`src/pcicid_params.svh`:
```
// offsets, field positions, reset values and identity defaults for the config identity/command bank
`ifndef PCICID_PARAMS_SVH
`define PCICID_PARAMS_SVH
`define PCICID_OFS_MAKER       6'h00
`define PCICID_OFS_PART        6'h02
`define PCICID_OFS_CMD         6'h04
`define PCICID_MAKER_ID_DFLT   16'h1a2b
`define PCICID_PART_ID_DFLT    16'h3c4d
`define PCICID_CMD_RESET       16'h0000
`define PCICID_CMD_WR_MASK     16'h0167
`define PCICID_BIT_IO          0
`define PCICID_BIT_MEM         1
`define PCICID_BIT_MASTER      2
`define PCICID_BIT_SNOOP       5
`define PCICID_BIT_PARITY      6
`define PCICID_BIT_SYSERR      8
`define PCICID_NUM_FUNC        2
`endif

```
`src/pcicid_pkg.sv`:
```
// types shared by the config identity/command bank
package pcicid_pkg;
  typedef struct packed {
    logic       io_space_enable;
    logic       mem_space_enable;
    logic       bus_master_enable;
    logic       palette_snoop_enable;
    logic       parity_response_enable;
    logic       syserr_drive_enable;
  } pcicid_cmd_s;
  typedef struct packed {
    logic       valid;
    logic       write;
    logic       func;
    logic [5:0] offset;
    logic [3:0] byte_en;
    logic [31:0] wdata;
  } pcicid_cfg_req_s;
endpackage

```
`src/pcicid_bank.sv`:
```
// identity words shared by both functions and per-function command registers of the config header
`timescale 1ns/1ns
`default_nettype none
`include "pcicid_params.svh"
module pcicid_bank #(
  parameter logic [15:0] MAKER_ID = `PCICID_MAKER_ID_DFLT, // arbitrary value
  parameter logic [15:0] PART_ID  = `PCICID_PART_ID_DFLT   // arbitrary value
) (
  input  wire logic                     core_clk_in,
  input  wire logic                     arst_n_in,
  input  wire pcicid_pkg::pcicid_cfg_req_s cfg_req_in,
  output logic [31:0]                   cfg_rdata_out,
  output logic                          cfg_ack_out,
  input  wire logic                     addr_parity_err_in,
  input  wire logic                     data_parity_err_in,
  output pcicid_pkg::pcicid_cmd_s       func0_cmd_out,
  output pcicid_pkg::pcicid_cmd_s       func1_cmd_out,
  output logic                          syserr_assert_out,
  output logic                          perr_assert_out
);
  localparam logic [15:0] CMD_RST  = `PCICID_CMD_RESET;
  localparam logic [15:0] CMD_MASK = `PCICID_CMD_WR_MASK;

  // function 0 writable command bits
  logic        io0_q;
  logic        io0_d;
  logic        mem0_q;
  logic        mem0_d;
  logic        mst0_q;
  logic        mst0_d;
  logic        snp0_q;
  logic        snp0_d;
  logic        par0_q;
  logic        par0_d;
  logic        ser0_q;
  logic        ser0_d;

  // function 1 keeps its own copy; no bit is shared between the functions
  logic        io1_q;
  logic        io1_d;
  logic        mem1_q;
  logic        mem1_d;
  logic        mst1_q;
  logic        mst1_d;
  logic        snp1_q;
  logic        snp1_d;
  logic        par1_q;
  logic        par1_d;
  logic        ser1_q;
  logic        ser1_d;

  // request decode
  logic        wr_cmd0;
  logic        wr_cmd1;
  logic        lane0;
  logic        lane1;
  logic        rd_req;
  logic        w_io;
  logic        w_mem;
  logic        w_mst;
  logic        w_snp;
  logic        w_par;
  logic        w_ser;

  // read-back words and the registered answer
  logic [15:0] cmd0_view;
  logic [15:0] cmd1_view;
  logic [31:0] rdata_q;
  logic [31:0] rdata_d;
  logic        ack_q;
  logic        ack_d;

  // combined error enables and the registered error strobes
  logic        any_syserr_en;
  logic        any_parity_en;
  logic        syserr_q;
  logic        syserr_d;
  logic        perr_q;
  logic        perr_d;

  // true when the request writes the command word of function fn
  function automatic logic cmd_write_hit(
    input pcicid_pkg::pcicid_cfg_req_s r,
    input logic                        fn
  );
    logic hit;
    hit = 1'b0;
    if (r.valid) begin
      if (r.write) begin
        if (r.offset == `PCICID_OFS_CMD) begin
          if (r.func == fn) begin
            hit = 1'b1;
          end
        end
      end
    end
    return hit;
  endfunction

  // a write touches a bit only when the byte lane holding it is enabled
  function automatic logic next_bit(
    input logic cur,
    input logic hit,
    input logic lane,
    input logic wbit
  );
    logic nxt;
    nxt = cur;
    if (hit && lane) begin
      nxt = wbit;
    end
    return nxt;
  endfunction

  // read-back word; bits outside the writable set stay tied low
  function automatic logic [15:0] cmd_view(
    input logic io,
    input logic mem,
    input logic mst,
    input logic snp,
    input logic par,
    input logic ser
  );
    logic [15:0] v;
    v = CMD_RST;
    v[`PCICID_BIT_IO]     = io;
    v[`PCICID_BIT_MEM]    = mem;
    v[`PCICID_BIT_MASTER] = mst;
    v[`PCICID_BIT_SNOOP]  = snp;
    v[`PCICID_BIT_PARITY] = par;
    v[`PCICID_BIT_SYSERR] = ser;
    return v & CMD_MASK;
  endfunction

  // decoded enables handed to the rest of the function
  function automatic pcicid_pkg::pcicid_cmd_s unpack_cmd(
    input logic [15:0] c
  );
    pcicid_pkg::pcicid_cmd_s s;
    s.io_space_enable        = c[`PCICID_BIT_IO];
    s.mem_space_enable       = c[`PCICID_BIT_MEM];
    s.bus_master_enable      = c[`PCICID_BIT_MASTER];
    s.palette_snoop_enable   = c[`PCICID_BIT_SNOOP];
    s.parity_response_enable = c[`PCICID_BIT_PARITY];
    s.syserr_drive_enable    = c[`PCICID_BIT_SYSERR];
    return s;
  endfunction

  // write strobes, one per function
  always_comb begin
    wr_cmd0 = cmd_write_hit(cfg_req_in, 1'b0);
    wr_cmd1 = cmd_write_hit(cfg_req_in, 1'b1);
  end

  // read strobe; writes never load read data
  always_comb begin
    rd_req = cfg_req_in.valid & ~cfg_req_in.write;
  end

  // byte lanes: lane 0 holds bits 7:0, lane 1 bits 15:8
  always_comb begin
    lane0 = cfg_req_in.byte_en[0];
    lane1 = cfg_req_in.byte_en[1];
  end

  // write data bits, same for both functions
  always_comb begin
    w_io  = cfg_req_in.wdata[`PCICID_BIT_IO];
    w_mem = cfg_req_in.wdata[`PCICID_BIT_MEM];
    w_mst = cfg_req_in.wdata[`PCICID_BIT_MASTER];
    w_snp = cfg_req_in.wdata[`PCICID_BIT_SNOOP];
    w_par = cfg_req_in.wdata[`PCICID_BIT_PARITY];
    w_ser = cfg_req_in.wdata[`PCICID_BIT_SYSERR];
  end

  // next command bits of function 0
  always_comb begin
    io0_d  = next_bit(io0_q, wr_cmd0, lane0, w_io);
    mem0_d = next_bit(mem0_q, wr_cmd0, lane0, w_mem);
    mst0_d = next_bit(mst0_q, wr_cmd0, lane0, w_mst);
    snp0_d = next_bit(snp0_q, wr_cmd0, lane0, w_snp);
    par0_d = next_bit(par0_q, wr_cmd0, lane0, w_par);
    ser0_d = next_bit(ser0_q, wr_cmd0, lane1, w_ser);
  end

  // next command bits of function 1
  always_comb begin
    io1_d  = next_bit(io1_q, wr_cmd1, lane0, w_io);
    mem1_d = next_bit(mem1_q, wr_cmd1, lane0, w_mem);
    mst1_d = next_bit(mst1_q, wr_cmd1, lane0, w_mst);
    snp1_d = next_bit(snp1_q, wr_cmd1, lane0, w_snp);
    par1_d = next_bit(par1_q, wr_cmd1, lane0, w_par);
    ser1_d = next_bit(ser1_q, wr_cmd1, lane1, w_ser);
  end

  // read-back words of both functions
  assign cmd0_view = cmd_view(io0_q, mem0_q, mst0_q, snp0_q, par0_q, ser0_q);
  assign cmd1_view = cmd_view(io1_q, mem1_q, mst1_q, snp1_q, par1_q, ser1_q);

  // every request is answered one cycle later
  always_comb begin
    ack_d = cfg_req_in.valid;
  end

  // read answer; unmapped offsets and writes return zero
  // the part identifier is the upper half of the dword at offset 0
  always_comb begin
    rdata_d = 32'h0000_0000;
    if (rd_req) begin
      unique case (cfg_req_in.offset)
        `PCICID_OFS_MAKER: begin
          rdata_d = {PART_ID, MAKER_ID};
        end
        `PCICID_OFS_CMD: begin
          if (cfg_req_in.func) begin
            rdata_d = {16'h0000, cmd1_view};
          end else begin
            rdata_d = {16'h0000, cmd0_view};
          end
        end
        default: begin
          rdata_d = 32'h0000_0000;
        end
      endcase
    end
  end

  // both functions feed one error path, so their enables are ORed
  // each function still reads back only its own stored bits
  assign any_syserr_en = ser0_q | ser1_q;
  assign any_parity_en = par0_q | par1_q;

  // address parity errors need both enables
  always_comb begin
    syserr_d = 1'b0;
    if (addr_parity_err_in && any_syserr_en && any_parity_en) begin
      syserr_d = 1'b1;
    end
  end

  // data parity errors need only the response enable
  always_comb begin
    perr_d = 1'b0;
    if (data_parity_err_in && any_parity_en) begin
      perr_d = 1'b1;
    end
  end

  // function 0 command register; hardwired bits have no flop at all
  always_ff @(posedge core_clk_in or negedge arst_n_in) begin
    if (!arst_n_in) begin
      io0_q  <= CMD_RST[`PCICID_BIT_IO];
      mem0_q <= CMD_RST[`PCICID_BIT_MEM];
      mst0_q <= CMD_RST[`PCICID_BIT_MASTER];
      snp0_q <= CMD_RST[`PCICID_BIT_SNOOP];
      par0_q <= CMD_RST[`PCICID_BIT_PARITY];
      ser0_q <= CMD_RST[`PCICID_BIT_SYSERR];
    end else begin
      io0_q  <= io0_d;
      mem0_q <= mem0_d;
      mst0_q <= mst0_d;
      snp0_q <= snp0_d;
      par0_q <= par0_d;
      ser0_q <= ser0_d;
    end
  end

  // function 1 command register
  always_ff @(posedge core_clk_in or negedge arst_n_in) begin
    if (!arst_n_in) begin
      io1_q  <= CMD_RST[`PCICID_BIT_IO];
      mem1_q <= CMD_RST[`PCICID_BIT_MEM];
      mst1_q <= CMD_RST[`PCICID_BIT_MASTER];
      snp1_q <= CMD_RST[`PCICID_BIT_SNOOP];
      par1_q <= CMD_RST[`PCICID_BIT_PARITY];
      ser1_q <= CMD_RST[`PCICID_BIT_SYSERR];
    end else begin
      io1_q  <= io1_d;
      mem1_q <= mem1_d;
      mst1_q <= mst1_d;
      snp1_q <= snp1_d;
      par1_q <= par1_d;
      ser1_q <= ser1_d;
    end
  end

  // answer strobe
  always_ff @(posedge core_clk_in or negedge arst_n_in) begin
    if (!arst_n_in) begin
      ack_q <= 1'b0;
    end else begin
      ack_q <= ack_d;
    end
  end

  // read data
  always_ff @(posedge core_clk_in or negedge arst_n_in) begin
    if (!arst_n_in) begin
      rdata_q <= 32'h0000_0000;
    end else begin
      rdata_q <= rdata_d;
    end
  end

  // system error strobe
  always_ff @(posedge core_clk_in or negedge arst_n_in) begin
    if (!arst_n_in) begin
      syserr_q <= 1'b0;
    end else begin
      syserr_q <= syserr_d;
    end
  end

  // data parity strobe
  always_ff @(posedge core_clk_in or negedge arst_n_in) begin
    if (!arst_n_in) begin
      perr_q <= 1'b0;
    end else begin
      perr_q <= perr_d;
    end
  end

  // outputs straight from flops
  assign cfg_rdata_out     = rdata_q;
  assign cfg_ack_out       = ack_q;
  assign func0_cmd_out     = unpack_cmd(cmd0_view);
  assign func1_cmd_out     = unpack_cmd(cmd1_view);
  assign syserr_assert_out = syserr_q;
  assign perr_assert_out   = perr_q;
endmodule
`default_nettype wire

```
`config.mk`:
```
export PLATFORM = sky130hd
export DESIGN_NAME = pcicid_bank
export DESIGN_NICKNAME = d
export VERILOG_FILES = /design/src/pcicid_pkg.sv /design/src/pcicid_bank.sv
export VERILOG_INCLUDE_DIRS = /design/src
export SDC_FILE = /design/constraint.sdc
export NUM_CORES = 1
export LEC_CHECK = 0
export BUFFER_PORTS_ARGS = -buffer_cell sky130_fd_sc_hd__buf_4
export CAP_MARGIN = 20
export CORE_UTILIZATION = 37
export CTS_CLUSTER_SIZE = 14
export DETAILED_ROUTE_END_ITERATION = 8
export GPL_TIMING_DRIVEN = 0
export PLACE_DENSITY = 0.78
export SYNTH_ARGS = -nofsm -noshare
export SYNTH_HDL_FRONTEND = slang
export SYNTH_SLANG_ARGS = --single-unit
```
`constraint.sdc`:
```
create_clock -name core_clk_in -period 2.25 [get_ports core_clk_in]
set_input_delay 0 -clock core_clk_in [delete_from_list [all_inputs] [get_ports core_clk_in]]
set_output_delay 0 -clock core_clk_in [all_outputs]
set_load 0.005 [all_outputs]
```
## After elaboration in Yosys (flattened, before gate mapping)

Cells that the tools add are included.

- Equality and inequality tests: 1
- Muxes and demuxes: 13
- Bitwise operators: 4
- Reduce and logical (&&, ||, !) cells: 8

Operator list:

| kind | number |
|---|---|
| case mux 30 bit (2 select lines) | 1 |
| 2-to-1 mux 30 bit | 1 |
| 2-to-1 mux 1 bit | 10 |
| 2-to-1 mux 9 bit | 1 |
| logical AND 1 bit | 7 |
| == test 6 x 3 -> 1 bit (second input constant) | 1 |
| logical NOT 6 bit | 1 |
| bitwise OR 1 bit | 2 |
| bitwise AND 1 bit | 1 |
| inverter 1 bit | 1 |

- Register bits: 47
- Output and inout port bits: 47

## Logic depth before layout (Yosys ltp)

Gate-level depths: netlist of the first run.

- Depth in word-level cells: 5
- Depth in mapped cells: 4

## Worst setup path before layout of the first run

No wires, ideal clock.

- Kind: input port to flip-flop
- From: input cfg_req_in[39] in the netlist's numbering
- To: register io1_q
- Data arrival time: 0.968 ns
- Slack: 1.157 ns
- Cell stages on the path: 4
- Path buffers: 1
- Cells stage by stage: nor4b_4 and4_1 buf_6 mux2_4

- Longest elaborated chain between the ends: 5

RTL lines:

| item | line | RTL |
|---|---|---|
| start, declared | pcicid_bank.sv:11 | `input wire pcicid_pkg::pcicid_cfg_req_s cfg_req_in,` |
| == test 6 x 3 -> 1 bit | n/a |  |
| 2-to-1 mux 1 bit | pcicid_bank.sv:90 | `` if (r.offset == `PCICID_OFS_CMD) begin `` |
| 2-to-1 mux 1 bit | pcicid_bank.sv:89 | `if (r.write) begin` |
| 2-to-1 mux 1 bit | pcicid_bank.sv:88 | `if (r.valid) begin` |
| logical AND 1 bit | pcicid_bank.sv:109 | `if (hit && lane) begin` |
| end signal, assigned | pcicid_bank.sv:271 | `` io1_q <= CMD_RST[`PCICID_BIT_IO]; `` |
| end signal, assigned | pcicid_bank.sv:278 | `io1_q <= io1_d;` |
| end, declared | pcicid_bank.sv:39 | `logic io1_q;` |

No other way between the ends.
A chain may end at the register's enable or synchronous reset.

## Worst setup path after layout of the first run

- From: input cfg_req_in[38] in the netlist's numbering
- To: register io1_q

Same word-level chain as after synthesis.

==> results of run 1 <==
[cell usage after synthesis, drive strengths merged]
cell type,count,area share
conb,1,0.0031
nand3b,1,0.0062
mux2,12,0.13
o221a,1,0.0093
nor4b,1,0.020
nand4b,3,0.027
and4,1,0.0072
dfrtp,22,0.45
nor2,4,0.012
a21oi,3,0.012
mux2i,6,0.049
nor4,1,0.0052
nor2b,1,0.0052
o21a,1,0.0062
buf,39,0.24
and4bb,1,0.010
nand4,1,0.0052
[stage by stage]
step / hold WS [ns] / worst slack, ns
finish: 0.0408 / 0.813
global route: 0.0387 / 0.777
CTS: 0.0342 / 0.808
detailed placement: -0.0957 / 0.948
global placement: -0.103 / 0.972
floorplan: -0.296 / 1.16
[logic make-up after synthesis]
| group | synth area share |
|---|---|
| other cells | 0.00309 |
| compound gates | 0.0278 |
| flops | 0.453 |
| mux | 0.176 |
| buf+inv | 0.242 |
| simple gates | 0.0978 |
[worst min-delay path: cells and delay by family]
kind | cells | cell delay, ns
simple gates | 2 | 0.21
buf+inv | 1 | 0.10
[metal layers]
metal,vias to the layer above,routed length (µm),share of wire,track usage
met4,0,0,0,0.0306
li1,448,-,-,-
met2,53,1230,0.51,0.284
met1,419,944,0.39,0.152
met5,-,0,0,0
met3,0,250,0.10,0.0284
[worst min path at each step]
| stage | startpoint | to | slack [ns] | depth (start not counted) |
|---|---|---|---|---|
| floorplan | arst_n_in | cfg_ack_out | -0.30 | 0 |
| global placement | arst_n_in | snp0_q | -0.10 | 1 |
| detailed placement | arst_n_in | mst0_q | -0.1 | 1 |
| CTS | cfg_req_in[39] | cfg_rdata_out[8] | 0.03 | 3 |
| global route | cfg_req_in[39] | cfg_rdata_out[8] | 0.04 | 3 |
| finish | cfg_req_in[39] | cfg_rdata_out[8] | 0.04 | 3 |
[power breakdown]
part           switching, mW  internal [mW]
registers            0.00619          0.403
clock network          0.117         0.0985
logic                 0.0439         0.0797
total                  0.167          0.581
[placed cells by master (no fill, tap or decap), drive strengths merged]
master / n
and4bb: 1
o221a: 1
a21oi: 3
conb: 14
o21a: 1
buf: 91
and4: 1
nand3b: 1
nand4b: 3
nor2: 4
mux2: 12
clkbuf: 4
nand4: 1
nor4b: 1
dfrtp: 22
dlygate4sd3: 11
nor4: 1
nor2b: 1
mux2i: 6
[cell type report]
class | count | area, µm² | share of cell area
well taps | 44 | 55.1 | 0.0297
clock buffers | 4 | 36.3 | 0.0196
repair buffers | 63 | 500 | 0.270
multi-input cells | 51 | 419 | 0.226
flip-flops and latches | 22 | 551 | 0.297
plain buffers | 39 | 294 | 0.158
==> results summary, run 1 <==
The worst setup path is captured at a register. The cts-stage hold buffer count came out at 11. The total placed cells including tap cells is 208. The row count is 20. The total clock buffers created by CTS came out at 3. Leaving out filler cells and counting taps, the final layout contains 223.

The initial standard-cell utilization of the core came out at 0.395. The all-layer global routing usage is 0.143. The count of state elements after synthesis came out at 22. The launching point of the worst reg2reg path is par0_q.

The ratio of final minimum period to clock period is 0.638. For this design the ratio of total power to cell area is roughly 400 mW/mm². The utilization of the core after routing came out at 0.603. The critical path ends at io1_q.

The maximum root-to-sink buffer count came out at 2. The initial antenna violation count is 0. CTS built an H-tree with a depth of 1.

The setup check on the worst reg-to-reg path leaves a slack of 1.40 ns. The count of unresolved DRC violations after routing is 0. Setup total negative slack on the finished layout was measured at 0 ns. The via count normalized by instance count came out at about 4.1. The region available for standard cell placement spans 0.00308 mm².

The wire length of the first global-routing pass came out at 3830 µm. From synthesis to final layout, the design area changed by 52.7%. In this run the worst setup path begins at cfg_req_in[38]. The iteration-0 DRC count of the detailed router is 5.

The endpoint of the most critical register-to-register path is syserr_assert_out. Once layout is done, the placed cells without fillers occupy between 0.0015 and 0.002 mm². For this run the aggregate overflow at the end of global routing stands at 0. The portion of the post-synthesis area used by sequential elements is 0.453. The clock latency on the worst-skew pair came out at 0.30 ns. Total power for the finished layout comes to 0.748 mW. The critical-path maximum fanout came out at 6. The final weighted congestion of routability-driven global placement is 0.686. The count of fill cells added during filler insertion came out at 287. The critical path runs through a total of 6 cells.

The CTS tree is yes. The kind of cell with the highest combined delay on the critical path is buffers and inverters. For the worst setup path, the data arrival time is 1.63 ns. The number of warnings issued by yosys came out at 0.

The number of top-level pins is 96. Setup repair after global routing left no endpoint under its margin. The netlist area before placement came out at 0.00121 mm². The number of flip-flops under the largest register name is 7. The die span in y is 59.3 µm. The number of nets at the end of the flow came out at 229. The smallest clock period supported by the final layout is computed as between 1 and 1.5 ns. The total iterations of the first detailed-routing run is 4. In the final layout, the share of cells above drive strength 1 is 0.620.

The clock sink count is 22. The die covers 0.00352 mm². The setup-violating endpoint count in the final report came out at 0. The per-instance average area after synthesis came out at 12.3 µm².

The delay of the slowest cell on the worst path came out at 0.53 ns. The worst setup path is launched from a primary input. The sum of net half-perimeters after detailed placement is 1880 µm. The highest attainable clock frequency came out at 0.696 GHz. In this run, post-CTS repair resized a total of 0 instances. The count of nets left with antenna violations once routing finished came out at 0.

The number of endpoints with negative hold slack in the final report is 0. The routed design has 2420 µm of wire. The worst vdd rail ir drop came out at roughly 0.33 mV. The clock-pin slew on the worst setup and hold paths came out at 0.12 ns. The number of slew-limit violations in the final report is 0. The wire length per cell is between 10 and 15 µm. Counting both buffers and inverters, the worst setup path holds a total of 3. For this design, the slowest cell found on the critical path is sky130_fd_sc_hd__dlygate4sd3_1. The count of inserted antenna diode cells is 0.

The count of different cell masters after synthesis came out at 21. The critical path goes through dlygate4sd3_1 -> buf_4 -> nor4b_4 -> and4_1 -> buf_6 -> mux2_4. The worst setup path is of the primary input to register kind. The via count is between 900 and 1000. After clock tree synthesis, the setup repair step added 0 buffers. The path class of the tightest hold or removal check is primary input to register. Clock tree synthesis selected as its root buffer the cell sky130_fd_sc_hd__clkbuf_4. The count of input and output buffers is 52. The via count of the first global-routing pass is about 870. The total of max-cap violations is 0. The post-synthesis cell count came out at slightly below 100.

The setup skew after layout came out at 0.00339 ns. The required time reported for the critical path endpoint came out at roughly 2.4 ns. Summing all placed instances gives a cell area of 0.00171 mm². The leakage power figure came out at 1.06 nW. Entering global routing, the biggest net connects 23 pins. The die width came out at approximately 59 µm. The run finished with clean final reports. The number of cells on the worst reg-to-reg path is 1.
No activity file was read; power rests on OpenSTA's default activity.
==> run 2: changes to the inputs <==
- CORE_UTILIZATION: 37 -> 35
- PLACE_DENSITY: 0.78 -> 0.77
- clock period: 2.25 -> 1.24 ns (I/O delays scaled with it)
==> results summary, run 2 (synthesized netlist as in run 1, its figures left out) <==
The flow ran to the end, and the final reports show no timing, DRC or antenna violations. The row count came out at 21. The worst setup path is launched from a register. The count of nets left with antenna violations once routing finished came out at 0. The first TritonRoute pass finished after 4 iterations. STA classifies the critical path endpoint as a primary output. In this run the worst hold path is classified as primary input to register. The repair_antennas step left the layout with diodes totalling 0. The wire length per cell came out at 10.6 µm. The CTS tree is yes.

The setup check on the worst reg-to-reg path leaves a slack of roughly 0.39 ns. The wire length of the first global-routing pass came out at 3670 µm. The total of max-cap violations is 0. The required time reported for the critical path endpoint is about 1.2 ns. The pin count of the biggest net entering global routing came out at 23.

Gates resized during post-CTS repair numbered 0. The die span in y came out at 60.9 µm. The die width came out at slightly above 60 µm. The via count is about 940.

After routing, the total negative slack on setup checks comes to 0 ns. The minimum clock period after layout came out at between 1 and 1.5 ns. The fraction of power spent switching nets came out at 0.219. The number of flip-flops under the largest register name came out at 7. The total clock buffers created by CTS came out at 3. The worst vdd rail ir drop came out at around 0.66 mV.

The critical path in this run is classified as register to primary output. The iteration-0 DRC count of the detailed router came out at 15. For this run, the post-layout net count is 229. Power comes to 1.35 mW. The worst register-to-register path ends at syserr_assert_out. Hold repair after CTS inserted 11 buffers. Relative to the synthesized area, the layout overhead comes to 52.9%. In this run the most critical hold path is launched from cfg_req_in[38]. The clock sink count is 22. The via count normalized by instance count came out at 4.16.

The clock latency on the worst-skew pair is 0.30 ns. After clock tree synthesis, the clock-pin slew on the worst setup and hold paths is roughly 0.11 ns. The ratio of final minimum period to clock period came out at 0.909.

The data arrival time at the worst-slack endpoint is approximately 1.1 ns. The library cell used as clock root buffer is sky130_fd_sc_hd__clkbuf_4. The share of cells above drive strength 1 came out at 0.620. Of the total power, registers draw 0.549.

The area of the core came out at around 0.0033 mm². In the layout the commonest cells are sky130_fd_sc_hd__buf_4, sky130_fd_sc_hd__dfrtp_1, sky130_fd_sc_hd__conb_1, sky130_fd_sc_hd__dlygate4sd3_1, sky130_fd_sc_hd__mux2_2. In the routed design, unresolved DRC markers number 0. The length in cells of the worst reg-to-reg path came out at 1. The initial antenna violation count is 0. The initial standard-cell utilization of the core came out at 0.364. The net load switching power came out at slightly below 0.3 mW. The final routed wirelength across all metal layers came out at 2400 µm. The internal power component came out at 1.05 mW. The leakage power figure came out at 1.06 nW. The worst hold path passes through 3 cells. Setup repair after global routing left no endpoint under its margin. The share of total power dissipated in combinational logic is 0.166. The setup-violating endpoint count in the final report is 0. The sum of net half-perimeters after detailed placement came out at 1860 µm. The number of slew-limit violations in the final report is 0. The number of levels the H-tree was split into is 1. The count of fill cells added during filler insertion came out at ~300. The areal power density over the cells came out at 727 mW/mm². The startpoint identified for the worst register-to-register timing path is par0_q. Along the worst path, the maximum fanout reaches 12. For this design the top-level I/O count stands at 96. The path with the worst hold slack has its endpoint at cfg_rdata_out[8].

The count of input and output buffers came out at 52. In this run the post-CTS setup repair buffer count came out at 0. The via count of the first global-routing pass came out at just over 800. The overflow left after global routing is 0.

The number of endpoints with negative hold slack in the final report was 0. The all-layer global routing usage is 0.135. The maximum root-to-sink buffer count is 2.

Between clock sinks in the finished design, the worst skew comes to 0.000744 ns. The fraction of power consumed by the clock network is 0.285. The highest attainable clock frequency is 0.887 GHz. The die covers 0.00371 mm². Leaving out fill and tap cells, the most frequent cell in the layout is sky130_fd_sc_hd__buf_4. The final weighted congestion of routability-driven global placement is 0.761.
==> run 2: cell counts in the layout (fill, tap and decap cells not counted) <==
Identical to the previous run, type by type.
==> run 2: worst max-delay path by stage <==
stage                 startpoint                end  slack (ns)  cells after the start
5_1_grt        cfg_rdata_out[28]  cfg_rdata_out[11]        0.03                      2
3_3_place_gp      cfg_req_in[39]              io1_q       -0.03                      5
3_5_place_dp      cfg_req_in[39]             snp1_q       -0.07                      5
6_report       cfg_rdata_out[28]  cfg_rdata_out[12]        0.11                      2
4_1_cts        cfg_rdata_out[28]  cfg_rdata_out[12]        0.08                      2
2_1_floorplan     cfg_req_in[39]              io1_q        0.15                      4
==> run 2: cell type report <==
cell class                      count  area [µm²]  area share
Buffer                             39         294       0.158
Clock buffer                        4        36.3      0.0195
Multi-Input combinational cell     51         419       0.226
Sequential cell                    22         551       0.296
Tap cell                           46        57.6      0.0310
Timing Repair Buffer               63         500       0.269
==> run 2: layer usage <==
| layer | GRT usage | up-vias | wire, µm |
|---|---|---|---|
| li1 | - | 451 | - |
| met1 | 0.149 | 425 | 941 |
| met2 | 0.250 | 57 | 1180 |
| met3 | 0.0256 | 4 | 236 |
| met4 | 0.0584 | 0 | 32 |
| met5 | 0 | - | 0 |
==> run 2: power by group through the flow <==
stage / sequential (mW) / combinational (mW) / clock [mW]
floorplan: 0.753 / 0.0958 / 0
global placement: 0.755 / 0.191 / 0
detailed placement: 0.756 / 0.196 / 0
CTS: 0.742 / 0.223 / 0.403
global route: 0.744 / 0.248 / 0.431
finish: 0.742 / 0.224 / 0.385
==> run 2: critical path: stages, from the launching register on <==
cell	delay, ns
sky130_fd_sc_hd__dfrtp_1	0.56
sky130_fd_sc_hd__buf_4	0.17
sky130_fd_sc_hd__buf_4	0.10
==> run 2: metrics by stage <==
stage          instances  area (µm²)  hold slack [ns]  setup WS [ns]  utilization
6_report             225        1860           0.0283          0.113        0.557
3_5_place_dp         210        1710          -0.0964        -0.0717        0.513
4_1_cts              225        1860           0.0259         0.0811        0.557
5_1_grt              225        1860           0.0413         0.0272        0.557
3_3_place_gp         210        1710           -0.102        -0.0304        0.513
2_1_floorplan        112        1260           -0.296          0.147            -
==> run 3: changes to the inputs <==
- RECOVER_POWER: not set -> 25
==> results summary, run 3 (synthesized netlist as in run 1, its figures left out) <==
The run finished with clean final reports. Entering global routing, the biggest net connects 23 pins. The all-layer global routing usage came out at 0.135. The initial antenna violation count was 0. The leakage power figure is 1.06 nW.

The worst setup path is captured at a primary output. For the worst setup path, the data required time is 1.24 ns. The total iterations of the first detailed-routing run came out at 4.

The end of the critical path is cfg_rdata_out[12]. Of the total power, the clock network draws 0.285. The die area came out at 0.00371 mm². Among cell families on the critical path, the largest total delay comes from flip-flops. The count of input and output buffers is 52.

After detailed routing, the number of remaining DRC violations is 0. The number of endpoints with negative hold slack in the final report is 0. The number of slew-limit violations in the final report came out at 0. The slack of the worst reg-to-reg path came out at 0.39 ns.

Across the run, the number of max-cap violations was 0. The via count of the first global-routing pass is 827. The via count came out at 936. For this design, the slowest cell found on the critical path is sky130_fd_sc_hd__dfrtp_1. Counting the buffers created by CTS gives 3. The timing startpoint of the critical path is cfg_rdata_out[28]. STA classifies the critical path startpoint as a register. The critical-path maximum fanout came out at 12.

The minimum clock period after layout is around 1.1 ns. The delay of the slowest cell on the worst path is 0.56 ns. Once layout is complete, the cells apart from fillers number 225. Of the total power, registers draw 0.550. Leaving out fill and tap cells, the most frequent cells in the layout are sky130_fd_sc_hd__buf_4, sky130_fd_sc_hd__dfrtp_1, sky130_fd_sc_hd__conb_1, sky130_fd_sc_hd__dlygate4sd3_1, sky130_fd_sc_hd__mux2_2. Measured along the x axis, the die boundary spans about 61 µm. After global routing, the most crowded layer is met2. The setup skew after layout is roughly 0.00074 ns. The instance count on the critical path came out at 2.

The data arrival time at the worst-slack endpoint is 1.13 ns. The total placed cells including tap cells is between 200 and 250. For met3 alone, demand over resource in global routing was 0.0256.

Setup repair after global routing left no endpoint under its margin. In the final layout, the multi-input gates occupy 419 µm². After floorplanning, the core was divided into 21 placement rows. The fraction of power spent switching nets came out at 0.220. The first global-routing pass estimated 3670 µm of wire. The clock latency on the worst-skew pair is around 0.3 ns. The first routing iteration left 15 violations.

The final layout contains routed wiring with a total length of 2390 µm. The signed area change from the synthesized netlist to the final layout came out at 52.7%. The library cell used as clock root buffer is sky130_fd_sc_hd__clkbuf_4. 0 antenna diodes ended up in the layout. The met2 global-route usage came out at 0.250. The count of fill cells added during filler insertion is 304.

The number of post-CTS setup repair buffers came out at 0. Global routing finished with a remaining overflow of 0. The via count normalized by instance count came out at 4.16. In this run the critical register-to-register path is launched from par0_q.

TritonCTS built the clock tree. The number of nets at the end of the flow came out at 229. The worst register-to-register path ends at syserr_assert_out.

The setup-violating endpoint count in the final report is 0. The critical path is of the register to primary output type. The initial standard-cell utilization of the core came out at 0.364. Traced cell by cell, the critical path runs through buf_4 -> buf_4. The worst slew margin relative to its limit is 0.648.

The combinational cell fraction of total power is 0.165. OpenSTA, run right after detailed placement, puts the worst setup slack at -0.0717 ns. Derived from the worst setup path, the maximum achievable clock frequency is slightly below 0.9 GHz. The die span in y came out at approximately 61 µm.

The length in cells of the worst reg-to-reg path came out at 1. The flip-flop and latch area is 551 µm². In the final layout, the share of cells above drive strength 1 is 0.620. The clock net in this run drives a total of 22 sinks. The post-route setup TNS is 0 ns. IR analysis of the VDD net gives a maximum drop of 0.660 mV. The number of buffers and inverters on the critical path is 2. The wire length per cell is about 11 µm. The sum of net half-perimeters after detailed placement is 1860 µm. The net load switching power is 0.297 mW. The cell depth of the worst min-delay path is 3.

For this run, global-route usage on met1 was measured as 0.149. The count of nets left with antenna violations once routing finished came out at 0. The number of flip-flops under the largest register name came out at 7.

The maximum root-to-sink buffer count is 2. In this run the worst hold path is classified as primary input to register. For the pin with the worst max-slew slack, the measured transition is between 0.5 and 0.6 ns.

The number of top-level pins is 96. The most numerous cell type found on the critical path is sky130_fd_sc_hd__buf_4. The number of levels the H-tree was split into is 1. The cts-stage hold buffer count is 11. The smallest setup slack after layout came out at 0.112 ns. Leaving out fill and tap cells, the most frequent cell in the layout is sky130_fd_sc_hd__buf_4. The area of the core came out at 0.00334 mm².

For this design the ratio of total power to cell area is 728 mW/mm². The clock-pin slew on the worst setup and hold paths came out at 0.11 ns. Dividing the final minimum period by the clock period gives 0.909. The post-CTS resize count is 0. Internal power comes to 1.05 mW. Routability-driven placement finished with a final weighted congestion of between 0.7 and 0.8.

Hold timing on the final database bottoms out at a slack of between 0.02 and 0.03 ns.
-- run 3: cell types whose count changed in the layout (fill, tap and decap cells not counted) --
cell / delta
sky130_fd_sc_hd__buf_4: -1
sky130_fd_sc_hd__clkbuf_2: +1
-- run 3: cell type report --
class	instances	share of cell area
repair buffers	63	0.268
flip-flops and latches	22	0.297
well taps	46	0.0310
clock buffers	4	0.0196
multi-input cells	51	0.226
plain buffers	39	0.158
-- run 3: worst min path at each step --
stage / startpoint / slack [ns] / endpoint
floorplan: arst_n_in / -0.30 / cfg_ack_out
global placement: arst_n_in / -0.10 / io0_q
detailed placement: arst_n_in / -0.1 / mem0_q
CTS: cfg_req_in[38] / 0.03 / cfg_rdata_out[8]
global route: cfg_req_in[38] / 0.04 / cfg_rdata_out[6]
finish: cfg_req_in[38] / 0.03 / cfg_rdata_out[8]
-- run 3: layer usage --
layer,part of all wire,wire [µm]
met5,0,0
met3,0.099,236
met2,0.49,1190
met1,0.39,940
met4,0.013,32
-- run 3: stage by stage --
step,instance area (µm²),util,power [mW]
floorplan,1260,-,0.849
global placement,1710,0.513,0.946
detailed placement,1710,0.513,0.951
CTS,1860,0.557,1.37
global route,1860,0.556,1.42
finish,1860,0.556,1.35
-- run 3: power by group through the flow --
stage          Sequential [mW]  Clock [mW]  Combinational [mW]
2_1_floorplan            0.753           0              0.0958
3_3_place_gp             0.755           0               0.191
3_5_place_dp             0.756           0               0.196
4_1_cts                  0.742       0.403               0.223
5_1_grt                  0.744       0.431               0.247
6_report                 0.742       0.385               0.223
